--- src/verilog/dual_link_params.svh ---
// Purpose: Offsets, codes, reset values and step counts for the dual-link command block
// Assumes: Included by the package and the design modules
// Notes:   Definitions only
`ifndef DUAL_LINK_PARAMS_SVH
`define DUAL_LINK_PARAMS_SVH

// APB byte offsets
`define OFS_SELECT     8'h00
`define OFS_COMMAND    8'h04
`define OFS_SKEW_ARG   8'h08
`define OFS_RESPONSE   8'h0c
`define OFS_STATUS     8'h10
`define OFS_CONFIG     8'h14

// Command word fields
`define CMD_OP_LSB     0
`define CMD_ARG_LSB    8
`define CMD_QUERY_BIT  16
`define CMD_DEFLT_BIT  17

// Opcodes
`define OP_ALPHA       8'h01
`define OP_MONO        8'h02
`define OP_CONV_STATE  8'h03
`define OP_SAMPLE      8'h04
`define OP_STANDARD    8'h05
`define OP_SYNTH_STATE 8'h06
`define OP_SYNTH_SIG   8'h07
`define OP_SKEW        8'h08
`define OP_SHARED_LO   8'h10
`define OP_SHARED_HI   8'h1f

// Argument limits
`define ARG_BOOL_MAX   8'h03
`define ARG_ALPHA_MAX  8'h0b
`define ARG_SAMP_MAX   8'h08
`define ARG_STD_MAX    8'h0c
`define ARG_SIG_MAX    8'h17

// Sampling structure codes
`define SAMP_GBR444_12B  4'h0
`define SAMP_GBR444A_10B 4'h2
`define SAMP_YCB444A_10B 4'h5
`define SAMP_YCB422_10B  4'h7
`define SAMP_YCB422A_12B 4'h8
`define SAMP_GBR_LAST    4'h2

// Video standard codes 0..2 are the 1080 60p, 59.94p and 50p rasters
`define STD_PROG_HI_LAST 4'h2

// Reset and default values
`define RST_ALPHA      4'h0
`define RST_MONO       1'b0
`define RST_SAMPLE     4'h0
`define RST_STANDARD   4'h4
`define RST_SYNTH      1'b1
`define RST_SIGNAL     5'h02
`define RST_SKEW       5'sd0

// Link B skew: argument in units of 0.0001 us, one step is 0.0135 us
`define SKEW_STEP_E4   17'd135
`define SKEW_HALF_E4   17'd67
`define SKEW_MAX_STEPS 17'd15
`define SKEW_STEP_S16  16'sd135

// Pixel levels on 12 bits
`define LVL_BLACK      16'd256
`define LVL_SPAN       16'd3504
`define LVL_TENTHS     16'd10

`endif

--- src/verilog/dual_link_pkg.sv ---
// Purpose: Types and shared decode helpers for the dual-link command block
// Assumes: dual_link_params.svh on the include path
// Notes:   No timescale, package only
`include "dual_link_params.svh"

package dual_link_pkg;

  typedef enum logic [1:0] {
    ST_IDLE = 2'b01,
    ST_EXEC = 2'b10
  } state_t;

  typedef logic [3:0] samp_t;
  typedef logic [3:0] std_t;
  typedef logic [3:0] alpha_t;

  function automatic logic is_gbr(input samp_t s);
    return s <= `SAMP_GBR_LAST;
  endfunction

  function automatic logic has_alpha(input samp_t s);
    return (s == `SAMP_GBR444A_10B) || (s == `SAMP_YCB444A_10B) ||
           (s == `SAMP_YCB422A_12B);
  endfunction

  function automatic logic is_prog_hi(input std_t s);
    return s <= `STD_PROG_HI_LAST;
  endfunction

endpackage

--- src/verilog/skew_quantizer.sv ---
// Purpose: Turns a signed skew in 0.0001 us units into whole clock-period steps
// Assumes: Pure combinational, registered by the caller
// Notes:   Rounds half away from zero, then clamps to the step range
`timescale 1ns/100ps
`default_nettype none
`include "dual_link_params.svh"

module skew_quantizer (
  input  wire logic signed [15:0] usec_e4,
  output logic signed [4:0]       steps
);

  logic signed [16:0] wide;
  logic        [16:0] mag;
  logic        [16:0] quo;

  always_comb begin
    wide = 17'(usec_e4);
    mag  = wide[16] ? 17'(-wide) : 17'(wide);
    quo  = (mag + `SKEW_HALF_E4) / `SKEW_STEP_E4;
    if (quo > `SKEW_MAX_STEPS) begin
      quo = `SKEW_MAX_STEPS;
    end
    steps = wide[16] ? -$signed({1'b0, quo[3:0]}) : $signed({1'b0, quo[3:0]});
  end

endmodule
`default_nettype wire

--- src/verilog/pixel_mapper.sv ---
// Purpose: Applies mono copy and alpha fill to one pixel
// Assumes: Inputs come from logic on the same clock
// Notes:   Combinational; the caller registers the result
`timescale 1ns/100ps
`default_nettype none
`include "dual_link_params.svh"

module pixel_mapper (
  input  wire logic [3:0]  samp,
  input  wire logic        mono,
  input  wire logic [3:0]  alpha_src,
  input  wire logic [11:0] in_g,
  input  wire logic [11:0] in_b,
  input  wire logic [11:0] in_r,
  output logic      [11:0] out_g,
  output logic      [11:0] out_b,
  output logic      [11:0] out_r,
  output logic      [11:0] out_a
);

  function automatic logic [11:0] flat_level(input logic [3:0] code);
    logic [15:0] n;
    n = 16'(code) - 16'd1;
    return 12'(`LVL_BLACK + (n * `LVL_SPAN) / `LVL_TENTHS);
  endfunction

  always_comb begin
    out_g = in_g;
    out_b = in_b;
    out_r = in_r;
    // YCbCr structures pass untouched whatever the mono setting
    if (mono && dual_link_pkg::is_gbr(samp)) begin
      out_b = in_g;
      out_r = in_g;
    end
    // Alpha only exists on the three +A structures
    if (!dual_link_pkg::has_alpha(samp)) begin
      out_a = 12'(`LVL_BLACK);
    end else if (alpha_src == 4'h0) begin
      out_a = in_g;
    end else begin
      out_a = flat_level(alpha_src);
    end
  end

endmodule
`default_nettype wire

--- src/verilog/dual_link_output_command_control.sv ---
// Purpose: APB command interpreter for the dual-link output settings
// Assumes: Pixel inputs come from logic on this clock; APB master on this clock
// Notes:   A command runs one cycle after its APB write completes
//
// Functional notes
// Host selects this module first; commands before selection are dropped.
// Commands shared with other modules are accepted without error.
// Boolean arguments accept numeric 1 or keyword ON equally.
// Default keyword restores the setting to its default value.
// Alpha comes from luma/green samples or a 0-100% flat field in 10% steps.
// Mono mode with GBR output copies green into blue and red.
// YCbCr output passes video unchanged whatever the mono mode.
// Conversion state query returns video standard and sampling structure.
// Sampling structure selects one of nine output structures.
// Every setting has a query returning the value in effect.
// Video standard selects one of thirteen 1080-line rasters.
// Synthesizer state switches the pattern synthesizer on or off.
// Test signal picks one of twenty-four synthesizer patterns.
// Link B skew is set in microseconds, applied in whole clock cycles.
// Skew query returns the skew currently applied.
// Skew spans plus/minus 0.2025 us in 0.0135 us steps.
// Alpha source only affects the three alpha-carrying structures.
// 1080 50/59.94/60p forces YCbCr 4:2:2 10 bit and refuses others.
// Requested skew is rounded to nearest cycle and clamped to range.
`timescale 1ns/100ps
`default_nettype none
`include "dual_link_params.svh"

module dual_link_output_command_control (
  input  wire logic        clock,
  input  wire logic        rst_n,
  input  wire logic        psel,
  input  wire logic        penable,
  input  wire logic        pwrite,
  input  wire logic [7:0]  paddr,
  input  wire logic [31:0] pwdata,
  output logic      [31:0] prdata,
  output logic             pready,
  output logic             pslverr,
  input  wire logic        pix_in_valid,
  input  wire logic [11:0] pix_in_g,
  input  wire logic [11:0] pix_in_b,
  input  wire logic [11:0] pix_in_r,
  output logic             pix_out_valid,
  output logic      [11:0] pix_out_g,
  output logic      [11:0] pix_out_b,
  output logic      [11:0] pix_out_r,
  output logic      [11:0] pix_out_a,
  output logic      [3:0]  alpha_sel,
  output logic             mono_copy_mode,
  output logic      [3:0]  sample_struct,
  output logic      [3:0]  video_std,
  output logic             synth_on,
  output logic      [4:0]  test_signal,
  output logic signed [4:0] link_b_skew
);

  // APB group
  logic        pready_r, pready_nxt;
  logic        pslverr_r, pslverr_nxt;
  logic [31:0] prdata_r, prdata_nxt;
  // Command group
  dual_link_pkg::state_t state_r, state_nxt;
  logic        selected_r, selected_nxt;
  logic [17:0] cmd_r, cmd_nxt;
  logic [15:0] skew_arg_r, skew_arg_nxt;
  logic [31:0] resp_r, resp_nxt;
  logic        err_r, err_nxt;
  logic [3:0]  alpha_r, alpha_nxt;
  logic        mono_r, mono_nxt;
  logic [3:0]  samp_r, samp_nxt;
  logic [3:0]  std_r, std_nxt;
  logic        synth_r, synth_nxt;
  logic [4:0]  sig_r, sig_nxt;
  logic signed [4:0] skew_r, skew_nxt;
  // Pixel group and quantized skew
  logic        pv_r;
  logic [11:0] pg_r, pb_r, pr_r, pa_r;
  logic [11:0] map_g, map_b, map_r, map_a;
  logic signed [4:0] skew_q;

  logic        acc_first;
  logic        acc_done;
  logic        wr_done;
  logic [7:0]  op;
  logic [7:0]  arg;
  logic        is_query;
  logic        is_deflt;
  logic        err_set;

  assign acc_first = psel && penable && !pready_r;
  assign acc_done  = psel && penable && pready_r;
  assign wr_done   = acc_done && pwrite;
  assign op        = cmd_r[`CMD_OP_LSB +: 8];
  assign arg       = cmd_r[`CMD_ARG_LSB +: 8];
  assign is_query  = cmd_r[`CMD_QUERY_BIT];
  assign is_deflt  = cmd_r[`CMD_DEFLT_BIT];

  function automatic logic addr_hit(input logic [7:0] a);
    return (a == `OFS_SELECT) || (a == `OFS_COMMAND) || (a == `OFS_SKEW_ARG) ||
           (a == `OFS_RESPONSE) || (a == `OFS_STATUS) || (a == `OFS_CONFIG);
  endfunction

  function automatic logic [31:0] skew_units(input logic signed [4:0] s);
    logic signed [15:0] w;
    w = 16'(s) * `SKEW_STEP_S16;
    return {{16{w[15]}}, w};
  endfunction

  skew_quantizer u_quant (
    .usec_e4 (skew_arg_r),
    .steps   (skew_q)
  );

  pixel_mapper u_map (
    .samp      (samp_r),
    .mono      (mono_r),
    .alpha_src (alpha_r),
    .in_g      (pix_in_g),
    .in_b      (pix_in_b),
    .in_r      (pix_in_r),
    .out_g     (map_g),
    .out_b     (map_b),
    .out_r     (map_r),
    .out_a     (map_a)
  );

  // APB slave: one wait state, read data valid with pready
  always_comb begin
    pready_nxt  = acc_first;
    pslverr_nxt = acc_first && !addr_hit(paddr);
    prdata_nxt  = 32'h0000_0000;
    if (acc_first && !pwrite) begin
      case (paddr)
        `OFS_SELECT:   prdata_nxt = {31'h0000_0000, selected_r};
        `OFS_SKEW_ARG: prdata_nxt = {16'h0000, skew_arg_r};
        `OFS_RESPONSE: prdata_nxt = resp_r;
        `OFS_STATUS:   prdata_nxt = {30'h0000_0000, state_r == dual_link_pkg::ST_EXEC, err_r};
        `OFS_CONFIG:   prdata_nxt = {8'h00, skew_r, sig_r, synth_r, std_r, samp_r, mono_r,
                                     alpha_r};
        default:       prdata_nxt = 32'h0000_0000;
      endcase
    end
  end

  always_ff @(posedge clock) begin
    if (!rst_n) begin
      pready_r  <= 1'b0;
      pslverr_r <= 1'b0;
      prdata_r  <= 32'h0000_0000;
    end else begin
      pready_r  <= pready_nxt;
      pslverr_r <= pslverr_nxt;
      prdata_r  <= prdata_nxt;
    end
  end

  // Command interpreter
  always_comb begin
    state_nxt    = state_r;
    selected_nxt = selected_r;
    cmd_nxt      = cmd_r;
    skew_arg_nxt = skew_arg_r;
    resp_nxt     = resp_r;
    alpha_nxt    = alpha_r;
    mono_nxt     = mono_r;
    samp_nxt     = samp_r;
    std_nxt      = std_r;
    synth_nxt    = synth_r;
    sig_nxt      = sig_r;
    skew_nxt     = skew_r;
    err_set      = 1'b0;
    if (wr_done) begin
      case (paddr)
        `OFS_SELECT:   selected_nxt = pwdata[0];
        `OFS_SKEW_ARG: skew_arg_nxt = pwdata[15:0];
        `OFS_COMMAND: begin
          // Unselected module ignores traffic meant for a sibling
          if (selected_r) begin
            cmd_nxt   = pwdata[17:0];
            state_nxt = dual_link_pkg::ST_EXEC;
          end
        end
        default: ;
      endcase
    end
    case (state_r)
      dual_link_pkg::ST_IDLE: ;
      dual_link_pkg::ST_EXEC: begin
        state_nxt = dual_link_pkg::ST_IDLE;
        case (op)
          `OP_ALPHA: begin
            if (is_query) resp_nxt = {28'h0000000, alpha_r};
            else if (is_deflt) alpha_nxt = `RST_ALPHA;
            else if (arg <= `ARG_ALPHA_MAX) alpha_nxt = arg[3:0];
            else err_set = 1'b1;
          end
          `OP_MONO: begin
            if (is_query) resp_nxt = {31'h00000000, mono_r};
            else if (is_deflt) mono_nxt = `RST_MONO;
            else if (arg <= `ARG_BOOL_MAX) mono_nxt = arg[0];
            else err_set = 1'b1;
          end
          `OP_CONV_STATE: begin
            if (is_query) resp_nxt = {24'h000000, std_r, samp_r};
            else err_set = 1'b1;
          end
          `OP_SAMPLE: begin
            if (is_query) begin
              resp_nxt = {28'h0000000, samp_r};
            end else if (dual_link_pkg::is_prog_hi(std_r)) begin
              // Only 4:2:2 10 bit fits these rasters on a dual link
              if (is_deflt || arg[3:0] != `SAMP_YCB422_10B || arg > `ARG_SAMP_MAX)
                err_set = 1'b1;
            end else if (is_deflt) begin
              samp_nxt = `RST_SAMPLE;
            end else if (arg <= `ARG_SAMP_MAX) begin
              samp_nxt = arg[3:0];
            end else begin
              err_set = 1'b1;
            end
          end
          `OP_STANDARD: begin
            if (is_query) begin
              resp_nxt = {28'h0000000, std_r};
            end else if (is_deflt || arg <= `ARG_STD_MAX) begin
              std_nxt = is_deflt ? `RST_STANDARD : arg[3:0];
              if (dual_link_pkg::is_prog_hi(std_nxt))
                samp_nxt = `SAMP_YCB422_10B;
            end else begin
              err_set = 1'b1;
            end
          end
          `OP_SYNTH_STATE: begin
            if (is_query) resp_nxt = {31'h00000000, synth_r};
            else if (is_deflt) synth_nxt = `RST_SYNTH;
            else if (arg <= `ARG_BOOL_MAX) synth_nxt = arg[0];
            else err_set = 1'b1;
          end
          `OP_SYNTH_SIG: begin
            if (is_query) resp_nxt = {27'h0000000, sig_r};
            else if (is_deflt) sig_nxt = `RST_SIGNAL;
            else if (arg <= `ARG_SIG_MAX) sig_nxt = arg[4:0];
            else err_set = 1'b1;
          end
          `OP_SKEW: begin
            if (is_query) resp_nxt = skew_units(skew_r);
            else if (is_deflt) skew_nxt = `RST_SKEW;
            else skew_nxt = skew_q;
          end
          default: begin
            // Shared platform commands are harmless here
            if (!(op >= `OP_SHARED_LO && op <= `OP_SHARED_HI))
              err_set = 1'b1;
          end
        endcase
      end
      default: state_nxt = dual_link_pkg::ST_IDLE;
    endcase
    // Set wins over a same-cycle write-one clear
    err_nxt = (err_r && !(wr_done && paddr == `OFS_STATUS && pwdata[0])) || err_set;
  end

  always_ff @(posedge clock) begin
    if (!rst_n) begin
      state_r    <= dual_link_pkg::ST_IDLE;
      selected_r <= 1'b0;
      cmd_r      <= 18'h00000;
      skew_arg_r <= 16'h0000;
      resp_r     <= 32'h0000_0000;
      err_r      <= 1'b0;
      alpha_r    <= `RST_ALPHA;
      mono_r     <= `RST_MONO;
      samp_r     <= `RST_SAMPLE;
      std_r      <= `RST_STANDARD;
      synth_r    <= `RST_SYNTH;
      sig_r      <= `RST_SIGNAL;
      skew_r     <= `RST_SKEW;
    end else begin
      state_r    <= state_nxt;
      selected_r <= selected_nxt;
      cmd_r      <= cmd_nxt;
      skew_arg_r <= skew_arg_nxt;
      resp_r     <= resp_nxt;
      err_r      <= err_nxt;
      alpha_r    <= alpha_nxt;
      mono_r     <= mono_nxt;
      samp_r     <= samp_nxt;
      std_r      <= std_nxt;
      synth_r    <= synth_nxt;
      sig_r      <= sig_nxt;
      skew_r     <= skew_nxt;
    end
  end

  // Pixel stage: one register, settings take effect on the next pixel
  always_ff @(posedge clock) begin
    if (!rst_n) begin
      pv_r <= 1'b0;
      pg_r <= 12'h000;
      pb_r <= 12'h000;
      pr_r <= 12'h000;
      pa_r <= 12'h000;
    end else begin
      pv_r <= pix_in_valid;
      if (pix_in_valid) begin
        pg_r <= map_g;
        pb_r <= map_b;
        pr_r <= map_r;
        pa_r <= map_a;
      end
    end
  end

  assign prdata         = prdata_r;
  assign pready         = pready_r;
  assign pslverr        = pslverr_r;
  assign pix_out_valid  = pv_r;
  assign pix_out_g      = pg_r;
  assign pix_out_b      = pb_r;
  assign pix_out_r      = pr_r;
  assign pix_out_a      = pa_r;
  assign alpha_sel      = alpha_r;
  assign mono_copy_mode = mono_r;
  assign sample_struct  = samp_r;
  assign video_std      = std_r;
  assign synth_on       = synth_r;
  assign test_signal    = sig_r;
  assign link_b_skew    = skew_r;

  // Assertions
  property p_unselected_drop;
    @(posedge clock) disable iff (!rst_n)
      (wr_done && paddr == `OFS_COMMAND && !selected_r) |=> state_r == dual_link_pkg::ST_IDLE;
  endproperty
  a_unselected_drop: assert property (p_unselected_drop) else $error("command ran unselected");

  property p_shared_no_err;
    @(posedge clock) disable iff (!rst_n)
      (state_r == dual_link_pkg::ST_EXEC && op >= `OP_SHARED_LO && op <= `OP_SHARED_HI)
      |=> err_r == $past(err_r);
  endproperty
  a_shared_no_err: assert property (p_shared_no_err) else $error("shared command raised error");

  property p_bool_equiv;
    @(posedge clock) disable iff (!rst_n)
      (state_r == dual_link_pkg::ST_EXEC && op == `OP_MONO && !is_query && !is_deflt &&
       arg <= `ARG_BOOL_MAX) |=> mono_r == $past(arg[0]);
  endproperty
  a_bool_equiv: assert property (p_bool_equiv) else $error("boolean argument misread");

  property p_default_alpha;
    @(posedge clock) disable iff (!rst_n)
      (state_r == dual_link_pkg::ST_EXEC && op == `OP_ALPHA && !is_query && is_deflt)
      |=> alpha_r == `RST_ALPHA;
  endproperty
  a_default_alpha: assert property (p_default_alpha) else $error("default not restored");

  property p_alpha_copy;
    @(posedge clock) disable iff (!rst_n)
      (pix_in_valid && dual_link_pkg::has_alpha(samp_r) && alpha_r == 4'h0)
      |=> pix_out_a == $past(pix_in_g) && pix_out_valid;
  endproperty
  a_alpha_copy: assert property (p_alpha_copy) else $error("alpha not copied from green");

  property p_mono_copy;
    @(posedge clock) disable iff (!rst_n)
      (pix_in_valid && mono_r && dual_link_pkg::is_gbr(samp_r))
      |=> pix_out_b == $past(pix_in_g) && pix_out_r == $past(pix_in_g);
  endproperty
  a_mono_copy: assert property (p_mono_copy) else $error("mono copy missing");

  property p_ycbcr_pass;
    @(posedge clock) disable iff (!rst_n)
      (pix_in_valid && !dual_link_pkg::is_gbr(samp_r))
      |=> pix_out_b == $past(pix_in_b) && pix_out_r == $past(pix_in_r);
  endproperty
  a_ycbcr_pass: assert property (p_ycbcr_pass) else $error("ycbcr video altered");

  property p_conv_state;
    @(posedge clock) disable iff (!rst_n)
      (state_r == dual_link_pkg::ST_EXEC && op == `OP_CONV_STATE && is_query)
      |=> resp_r[7:0] == {$past(std_r), $past(samp_r)};
  endproperty
  a_conv_state: assert property (p_conv_state) else $error("conversion state wrong");

  property p_skew_range;
    @(posedge clock) disable iff (!rst_n)
      skew_r >= -5'sd15 && skew_r <= 5'sd15;
  endproperty
  a_skew_range: assert property (p_skew_range) else $error("skew out of range");

  property p_skew_apply;
    @(posedge clock) disable iff (!rst_n)
      (state_r == dual_link_pkg::ST_EXEC && op == `OP_SKEW && !is_query && !is_deflt)
      |=> skew_r == $past(skew_q);
  endproperty
  a_skew_apply: assert property (p_skew_apply) else $error("skew not applied");

  property p_alpha_blank;
    @(posedge clock) disable iff (!rst_n)
      (pix_in_valid && !dual_link_pkg::has_alpha(samp_r)) |=> pix_out_a == 12'h100;
  endproperty
  a_alpha_blank: assert property (p_alpha_blank) else $error("alpha leaked");

  property p_prog_forced;
    @(posedge clock) disable iff (!rst_n)
      dual_link_pkg::is_prog_hi(std_r) |-> samp_r == `SAMP_YCB422_10B;
  endproperty
  a_prog_forced: assert property (p_prog_forced) else $error("1080p not forced to 422");

  c_exec_skew: cover property (@(posedge clock) disable iff (!rst_n)
    state_r == dual_link_pkg::ST_EXEC && op == `OP_SKEW);
  c_mono_gbr: cover property (@(posedge clock) disable iff (!rst_n)
    pix_in_valid && mono_r && dual_link_pkg::is_gbr(samp_r));
  c_refused: cover property (@(posedge clock) disable iff (!rst_n) !err_r ##1 err_r);

endmodule
`default_nettype wire

--- config.mk ---
export PLATFORM = sky130hd
export DESIGN_NAME = dual_link_output_command_control
export DESIGN_NICKNAME = d
export VERILOG_FILES = /design/src/verilog/dual_link_pkg.sv /design/src/verilog/skew_quantizer.sv /design/src/verilog/pixel_mapper.sv /design/src/verilog/dual_link_output_command_control.sv
export VERILOG_INCLUDE_DIRS = /design/src /design/src/verilog
export SDC_FILE = /design/constraint.sdc
export NUM_CORES = 1
export LEC_CHECK = 0
export BUFFER_PORTS_ARGS = -buffer_cell sky130_fd_sc_hd__buf_4
export CORE_MARGIN = 1
export CORE_UTILIZATION = 45
export CTS_CLUSTER_SIZE = 14
export DETAILED_ROUTE_END_ITERATION = 16
export PLACE_DENSITY_LB_ADDON = 0.25
export SLEW_MARGIN = 5
export SYNTH_ARGS = -nofsm -noshare
export SYNTH_HDL_FRONTEND = slang
export SYNTH_SLANG_ARGS = --single-unit
export TNS_END_PERCENT = 1
--- constraint.sdc ---
create_clock -name clock -period 14 [get_ports clock]
set_input_delay 0.7 -clock clock [delete_from_list [all_inputs] [get_ports clock]]
set_output_delay 0.7 -clock clock [all_outputs]
set_load 0.01 [all_outputs]
== Word-level counts from Yosys, hierarchy flattened ==
Index checks and enable logic that the tools add are counted.

* Add/subtract/negate cells: 5
* $mul: 2
* Div/mod/pow operators: 2
* $lt $le $gt $ge: 12
* Equality and inequality tests: 33
* Shift-type cells: 0
* Mux-type cells: 54
* Bitwise operators: 1
* Reductions and logical operators: 47

{| class="wikitable"
|+ Operators with widths
! operator !! count
|-
| $mux W32 || 8
|-
| $pmux W32 S8 || 1
|-
| $pmux W32 S5 || 1
|-
| $mux W12 || 4
|-
| $mux W4 || 11
|-
| $eq A8 B3 Y1 const B || 5
|-
| $ne A2 B2 Y1 const B || 13
|-
| $eq A8 B4 Y1 const B || 3
|-
| $le A8 B4 Y1 const B || 3
|-
| $mux W1 || 22
|-
| $mux W5 || 4
|-
| $reduce_and A4 Y1 || 5
|-
| $add A17 B7 Y17 const B || 1
|-
| $div A17 B8 Y17 const B || 1
|-
| $gt A17 B4 Y1 const B || 1
|-
| $mux W17 || 1
|-
| $neg A16 Y17 || 1
|-
| $div A16 B4 Y16 const B || 1
|-
| $eq A8 B2 Y1 const B || 2
|-
| $eq A8 B5 Y1 const B || 2
|-
| $le A8 B5 Y1 const B || 2
|-
| $mul A16 B8 Y12 const B || 1
|-
| $mul A5 B9 Y14 const B || 1
|-
| $add A9 B12 Y12 const A || 1
|-
| 29 further kinds || 61
|}

* Register bits: 177
* Latch bits: 0
* Bits in writable memories: 0
* Memory bits (read-only): 0
* Bits of input ports: 82
* Output and inout port bits: 107
* Word-level logic and storage cells: 177
* Memories: 0

== Longest topological paths before layout ==
* Depth in word-level cells: 9
* Depth in mapped cells: 58
* Gate-level depth less buffers: 51

== Cells and area by module ==
Synthesis repeated with hierarchy kept, for this count alone.

* Cells, all modules: 2,019
* Area, all modules: 16,087.9 µm²

{| class="wikitable"
|+ By module, submodules not included
! module !! times used !! cells each !! area each (µm²) !! sequential area each (µm²)
|-
| dual_link_output_command_control || 1 || 744 || 7,065.5 || 3,042.9
|-
| pixel_mapper || 1 || 738 || 5,298.8 || 0.0
|-
| skew_quantizer || 1 || 537 || 3,723.6 || 0.0
|}

== Least setup slack after synthesis ==
OpenSTA, ideal clock, no wires.

* Kind: register to register
* From: register alpha_r[0] (netlist: alpha_sel[0])
* To: register pa_r[0] (netlist: pix_out_a[0])
* Setup time: 0.129 ns
* Arrival time: 12.276 ns
* Data required time: 13.871 ns
* Slack: 1.594 ns
* Cell stages (with the launch flop): 54
* Path buffers: 4
* Period minus slack after synthesis: 12.406 ns
* Cells stage by stage: dfxtp_1 > clkbuf_1 > inv_1 > ha_1 > nand2_1 > inv_1 > ha_1 > ha_1 > inv_1 > fa_1 > fa_1 > inv_1 > ha_1 > or3_1 > a211oi_1 > o21a_1 > nor2_1 > clkbuf_1 > [... 18 more ...] > nand3_1 > a31oi_4 > nor2_1 > buf_2 > mux2i_1 > ha_1 > or4_1 > buf_2 > ha_1 > inv_1 > nor2_1 > inv_1 > a21oi_1 > nand3b_1 > o2111a_1 > o211ai_1 > o211ai_1 > o211ai_2

* Cells in the longest elaborated chain, start to end: 6
* Elaborated cells on any way between the ends: 7
* Those cells by class: add/sub (2); mul (1); div (1); mux (2); reduce/logical (1)

{| class="wikitable"
|+ Ends and longest elaborated chain
! item !! line !! RTL
|-
| start, declared || dual_link_output_command_control.sv:69 || <nowiki>logic [3:0] alpha_r, alpha_nxt;</nowiki>
|-
| start signal, assigned || dual_link_output_command_control.sv:272 || <nowiki>alpha_r <= `RST_ALPHA;</nowiki>
|-
| start signal, assigned || dual_link_output_command_control.sv:286 || <nowiki>alpha_r <= alpha_nxt;</nowiki>
|-
| $sub A4 B1 Y5 || pixel_mapper.sv:23 || <nowiki>n = 16'(code) - 16'd1;</nowiki>
|-
| $mul A16 B8 Y12 (no line) || -- ||
|-
| $div A16 B4 Y16 (no line) || -- ||
|-
| $add A9 B12 Y12 (no line) || -- ||
|-
| $mux W12 * || pixel_mapper.sv:39 || <nowiki>end else if (alpha_src == 4'h0) begin</nowiki>
|-
| $mux W12 * || pixel_mapper.sv:37 || <nowiki>if (!dual_link_pkg::has_alpha(samp)) begin</nowiki>
|-
| end signal, assigned || dual_link_output_command_control.sv:310 || <nowiki>pa_r <= map_a;</nowiki>
|-
| end, declared || dual_link_output_command_control.sv:78 || <nowiki>logic [11:0] pg_r, pb_r, pr_r, pa_r;</nowiki>
|}

Every way passes the cells marked *; elsewhere a longest branch is shown, timed or not.
A chain may end at the register's enable or synchronous reset.

== Final worst setup path ==
Ends and elaborated chain as after synthesis.

==> flow_metrics.py <==
metrics = {
    "place": {
        "place_congestion": 0.943,
        "port-buffer-count": 174,
        "placedCellCount": 2489,
        "dpl.hpwl_um": 35700,
    },
    "global_routing": {
        "grt_use_total_pct": 27.6,
        "grt_pass1_vias": 14600,
        "grt_pass1_wl_um": 76000,
        "grt_start_max_net_pins": 67,
        "grt_antenna_before_repair": 0,
        "grt-ovfl-total": 0,
    },
    "logic_synthesis": {
        "syn-mean-instance-area_um2": 7.62,
        "yosys_register_bits": 152,
        "synth_nets": 2104,
        "synth_top_cells_by_area": "dfxtp_1 20%, mux2i_1 6.4%, nor2_1 5.8%",
        "synth_top_area_cell": "dfxtp_1",
        "synth_enable_flop_cells": 0,
        "syn_inst": 1948,
        "yosysMostFrequentCell": "nor2_1",
        "yosys.cell_types.count": 125,
        "yosys_warnings": 0,
        "netlist_area_um2": 14800,
        "ys_seq_area_share_pct": 20.5,
        "ys.flop_type": "dfxtp_1",
        "async_flop_share_pct": 0,
        "ys_top_cells_by_count": "231 x nor2_1, 169 x nand2_1, 157 x a21oi_1",
        "yosysTopAreaCellShare_pct": 20.5,
    },
    "worst_setup_path": {
        "cp_common_cell": "ha_1",
        "path_buf_inv": 7,
        "cp.arrival_ps": 13490,
        "cp-start-kind": "flop",
        "endpoint_kind": "flop",
        "cp_max_fo": 10,
        "crit_type": "reg2reg",
        "slowest_stage": "or4_1",
        "critical-path-top-delay-family": "compound AO/OA/AOI/OAI gates",
        "cp.required_ps": 14310,
        "cpPeakStageDelay_ps": 670,
    },
    "timing": {
        "fin_setup_tns_ps": 0,
        "fin_skew_ps": 8.94,
        "holdWs_ps": 473,
        "slew_viol_final": 0,
        "setup_viol": 0,
        "fin_crit_sh_pct": 94.2,
        "fmax_mhz": 75.8,
        "fin_crit_ps": 13180,
        "hold_viol": 0,
        "slew-limit-headroom_pct": 26.3,
        "worstMarginPinSlew_ps": 1100,
    },
    "power": {
        "powerDensity_nw_per_um2": 56.2,
        "vdd_drop_max_mv": 0.122,
        "power_mw": 0.965,
        "leakage_nw": 7.03,
    },
    "drt": {
        "drt-total-wl_um": 47100,
        "first_pass_iters": 6,
        "viasPerCell": 6.21,
        "remaining_drc_errors": 0,
        "drtIter0Drc": 1536,
        "vias": 15700,
        "ant_nets": 0,
        "wl_per_cell_um": 18.7,
    },
    "die": {
        "dieArea_um2": 33700,
        "core_um2": 32500,
        "io_pins": 189,
        "initial_utilization_pct": 45.6,
        "std_cell_rows": 66,
        "die_w_um": 184,
        "die_h_um": 184,
    },
    "final_layout": {
        "fillers": 3154,
        "fin_nets": 2223,
        "num_antenna_cells": 0,
        "fin_util_pct": 52.8,
        "area.growth.synth_to_final_pct": 15.7,
        "layoutNonFillerInstCount": 2522,
        "layout-drive-gt1-share_pct": 17.0,
    },
    "clocking": {
        "hold_buffers": 0,
        "clk_pin_slew_ps": 70,
        "cts.sinks": 152,
        "clock_latency_ps": 430,
        "cts_buffer_depth": 2,
        "cts_root_buf": "clkbuf_16",
        "htree_levels": 4,
        "cts_made_buffers": 17,
        "cts_tree": "done",
    },
    "outcome": {
        "status": "finished, final reports clean",
    },
    "worst_hold_path": {
        "hold_path.class": "reg2reg",
    },
    "run": {
        "maxCapViolations": 0,
    },
}
==> kinds of logic (layout without fill, tap and decap cells) <==
family / count (synthesis) / after routing / share of synthesized area [%]
XOR/XNOR: 94 / 94 / 5.65
multiplexers: 103 / 103 / 7.14
flip-flops: 152 / 152 / 20.5
adder cells (fa/ha/maj): 75 / 75 / 6.91
buffers and inverters: 166 / 298 / 4.53
AND/OR/NAND/NOR: 726 / 726 / 24.2
AO/OA/AOI/OAI: 632 / 632 / 31.1
==> sequential cells by signal, summed over array words and instances (netlist names), 2 cells and up <==
| signal | count |
|---|---|
| alpha_sel | 4 |
| cmd_r | 18 |
| link_b_skew | 5 |
| pix_out_a | 12 |
| pix_out_b | 12 |
| pix_out_g | 12 |
| pix_out_r | 12 |
| prdata | 25 |
| resp_r | 14 |
| sample_struct | 4 |
| skew_arg_r | 16 |
| state_r | 2 |
| test_signal | 5 |
| video_std | 4 |
==> cell type report <==
cell class                      count  area (um^2)  share of cell area, %
Clock buffer                       18          439                   2.56
Clock inverter                     14          150                  0.874
Inverter                           67          255                   1.49
Multi-Input combinational cell   1630        11200                   65.4
Sequential cell                   152         3040                   17.7
Tap cell                          442          553                   3.22
Timing Repair Buffer              199         1490                   8.70
==> metal layers <==
metal / global-route usage, % / wire, um
met5: 0 / 0
met1: 36.6 / 20900
met3: 4.97 / 3240
met4: 9.10 / 1200
met2: 44.7 / 21700
==> stage by stage <==
stage	cell area (um^2)	worst slack (ps)
global route	17200	-30.3
CTS	17100	324
detailed placement	16500	357
finish	17200	816
global placement	16500	675
floorplan	14800	1590
==> tightest hold or removal path, stage by stage, from the launching register on <==
cell	delay (ps)
dfxtp_1	320
nand2_1	60
a21oi_1	50
==> repair_timing <==
action / CTS / global route
endpoints found under the hold margin: 0 / 0
endpoints found under the setup margin: 0 / 2
gates resized for setup: 0 / 22
setup buffers: 0 / 1
==> final timing paths <==
path | from | endpoint | slack, ps | depth (start not counted)
worst max-delay path | alpha_sel[0] | pix_out_a[0] | 820 | 49
worst min-delay path | err_r | err_r | 470 | 2
worst max register to register | alpha_sel[0] | pix_out_a[0] | 820 | 49
worst min register to register | err_r | err_r | 470 | 2
==> cell usage in the layout, fill, tap and decap left out, drive strengths merged, types with 8 or more instances in the layout <==
master,n
fa,12
clkbuf,18
o21a,18
a21o,30
or4,17
nor2b,14
and3,24
o21ai,100
o211ai,32
nand2,170
nor3b,10
mux2i,95
a311oi,12
a31oi,42
buf,199
nand3b,9
or2,21
o22ai,15
nor3,59
nor4,15
inv,75
ha,62
a21oi,161
o31a,11
nand4,13
nand3,57
a211o,12
or3,16
a211oi,30
nand2b,18
a21boi,9
o221ai,8
xnor2,64
dfxtp,152
o31ai,23
and2,28
a22oi,18
xor2,30
nor2,235
o41ai,11
==> power breakdown <==
part	total, mW	switching [mW]	leakage, nW	internal [mW]
sequential	0.444	0.00395	1.23	0.440
clock	0.459	0.215	0.285	0.244
combinational	0.0624	0.0334	5.51	0.0290
total	0.965	0.252	7.03	0.713
Note: power is estimated with default switching activity, not from simulation.
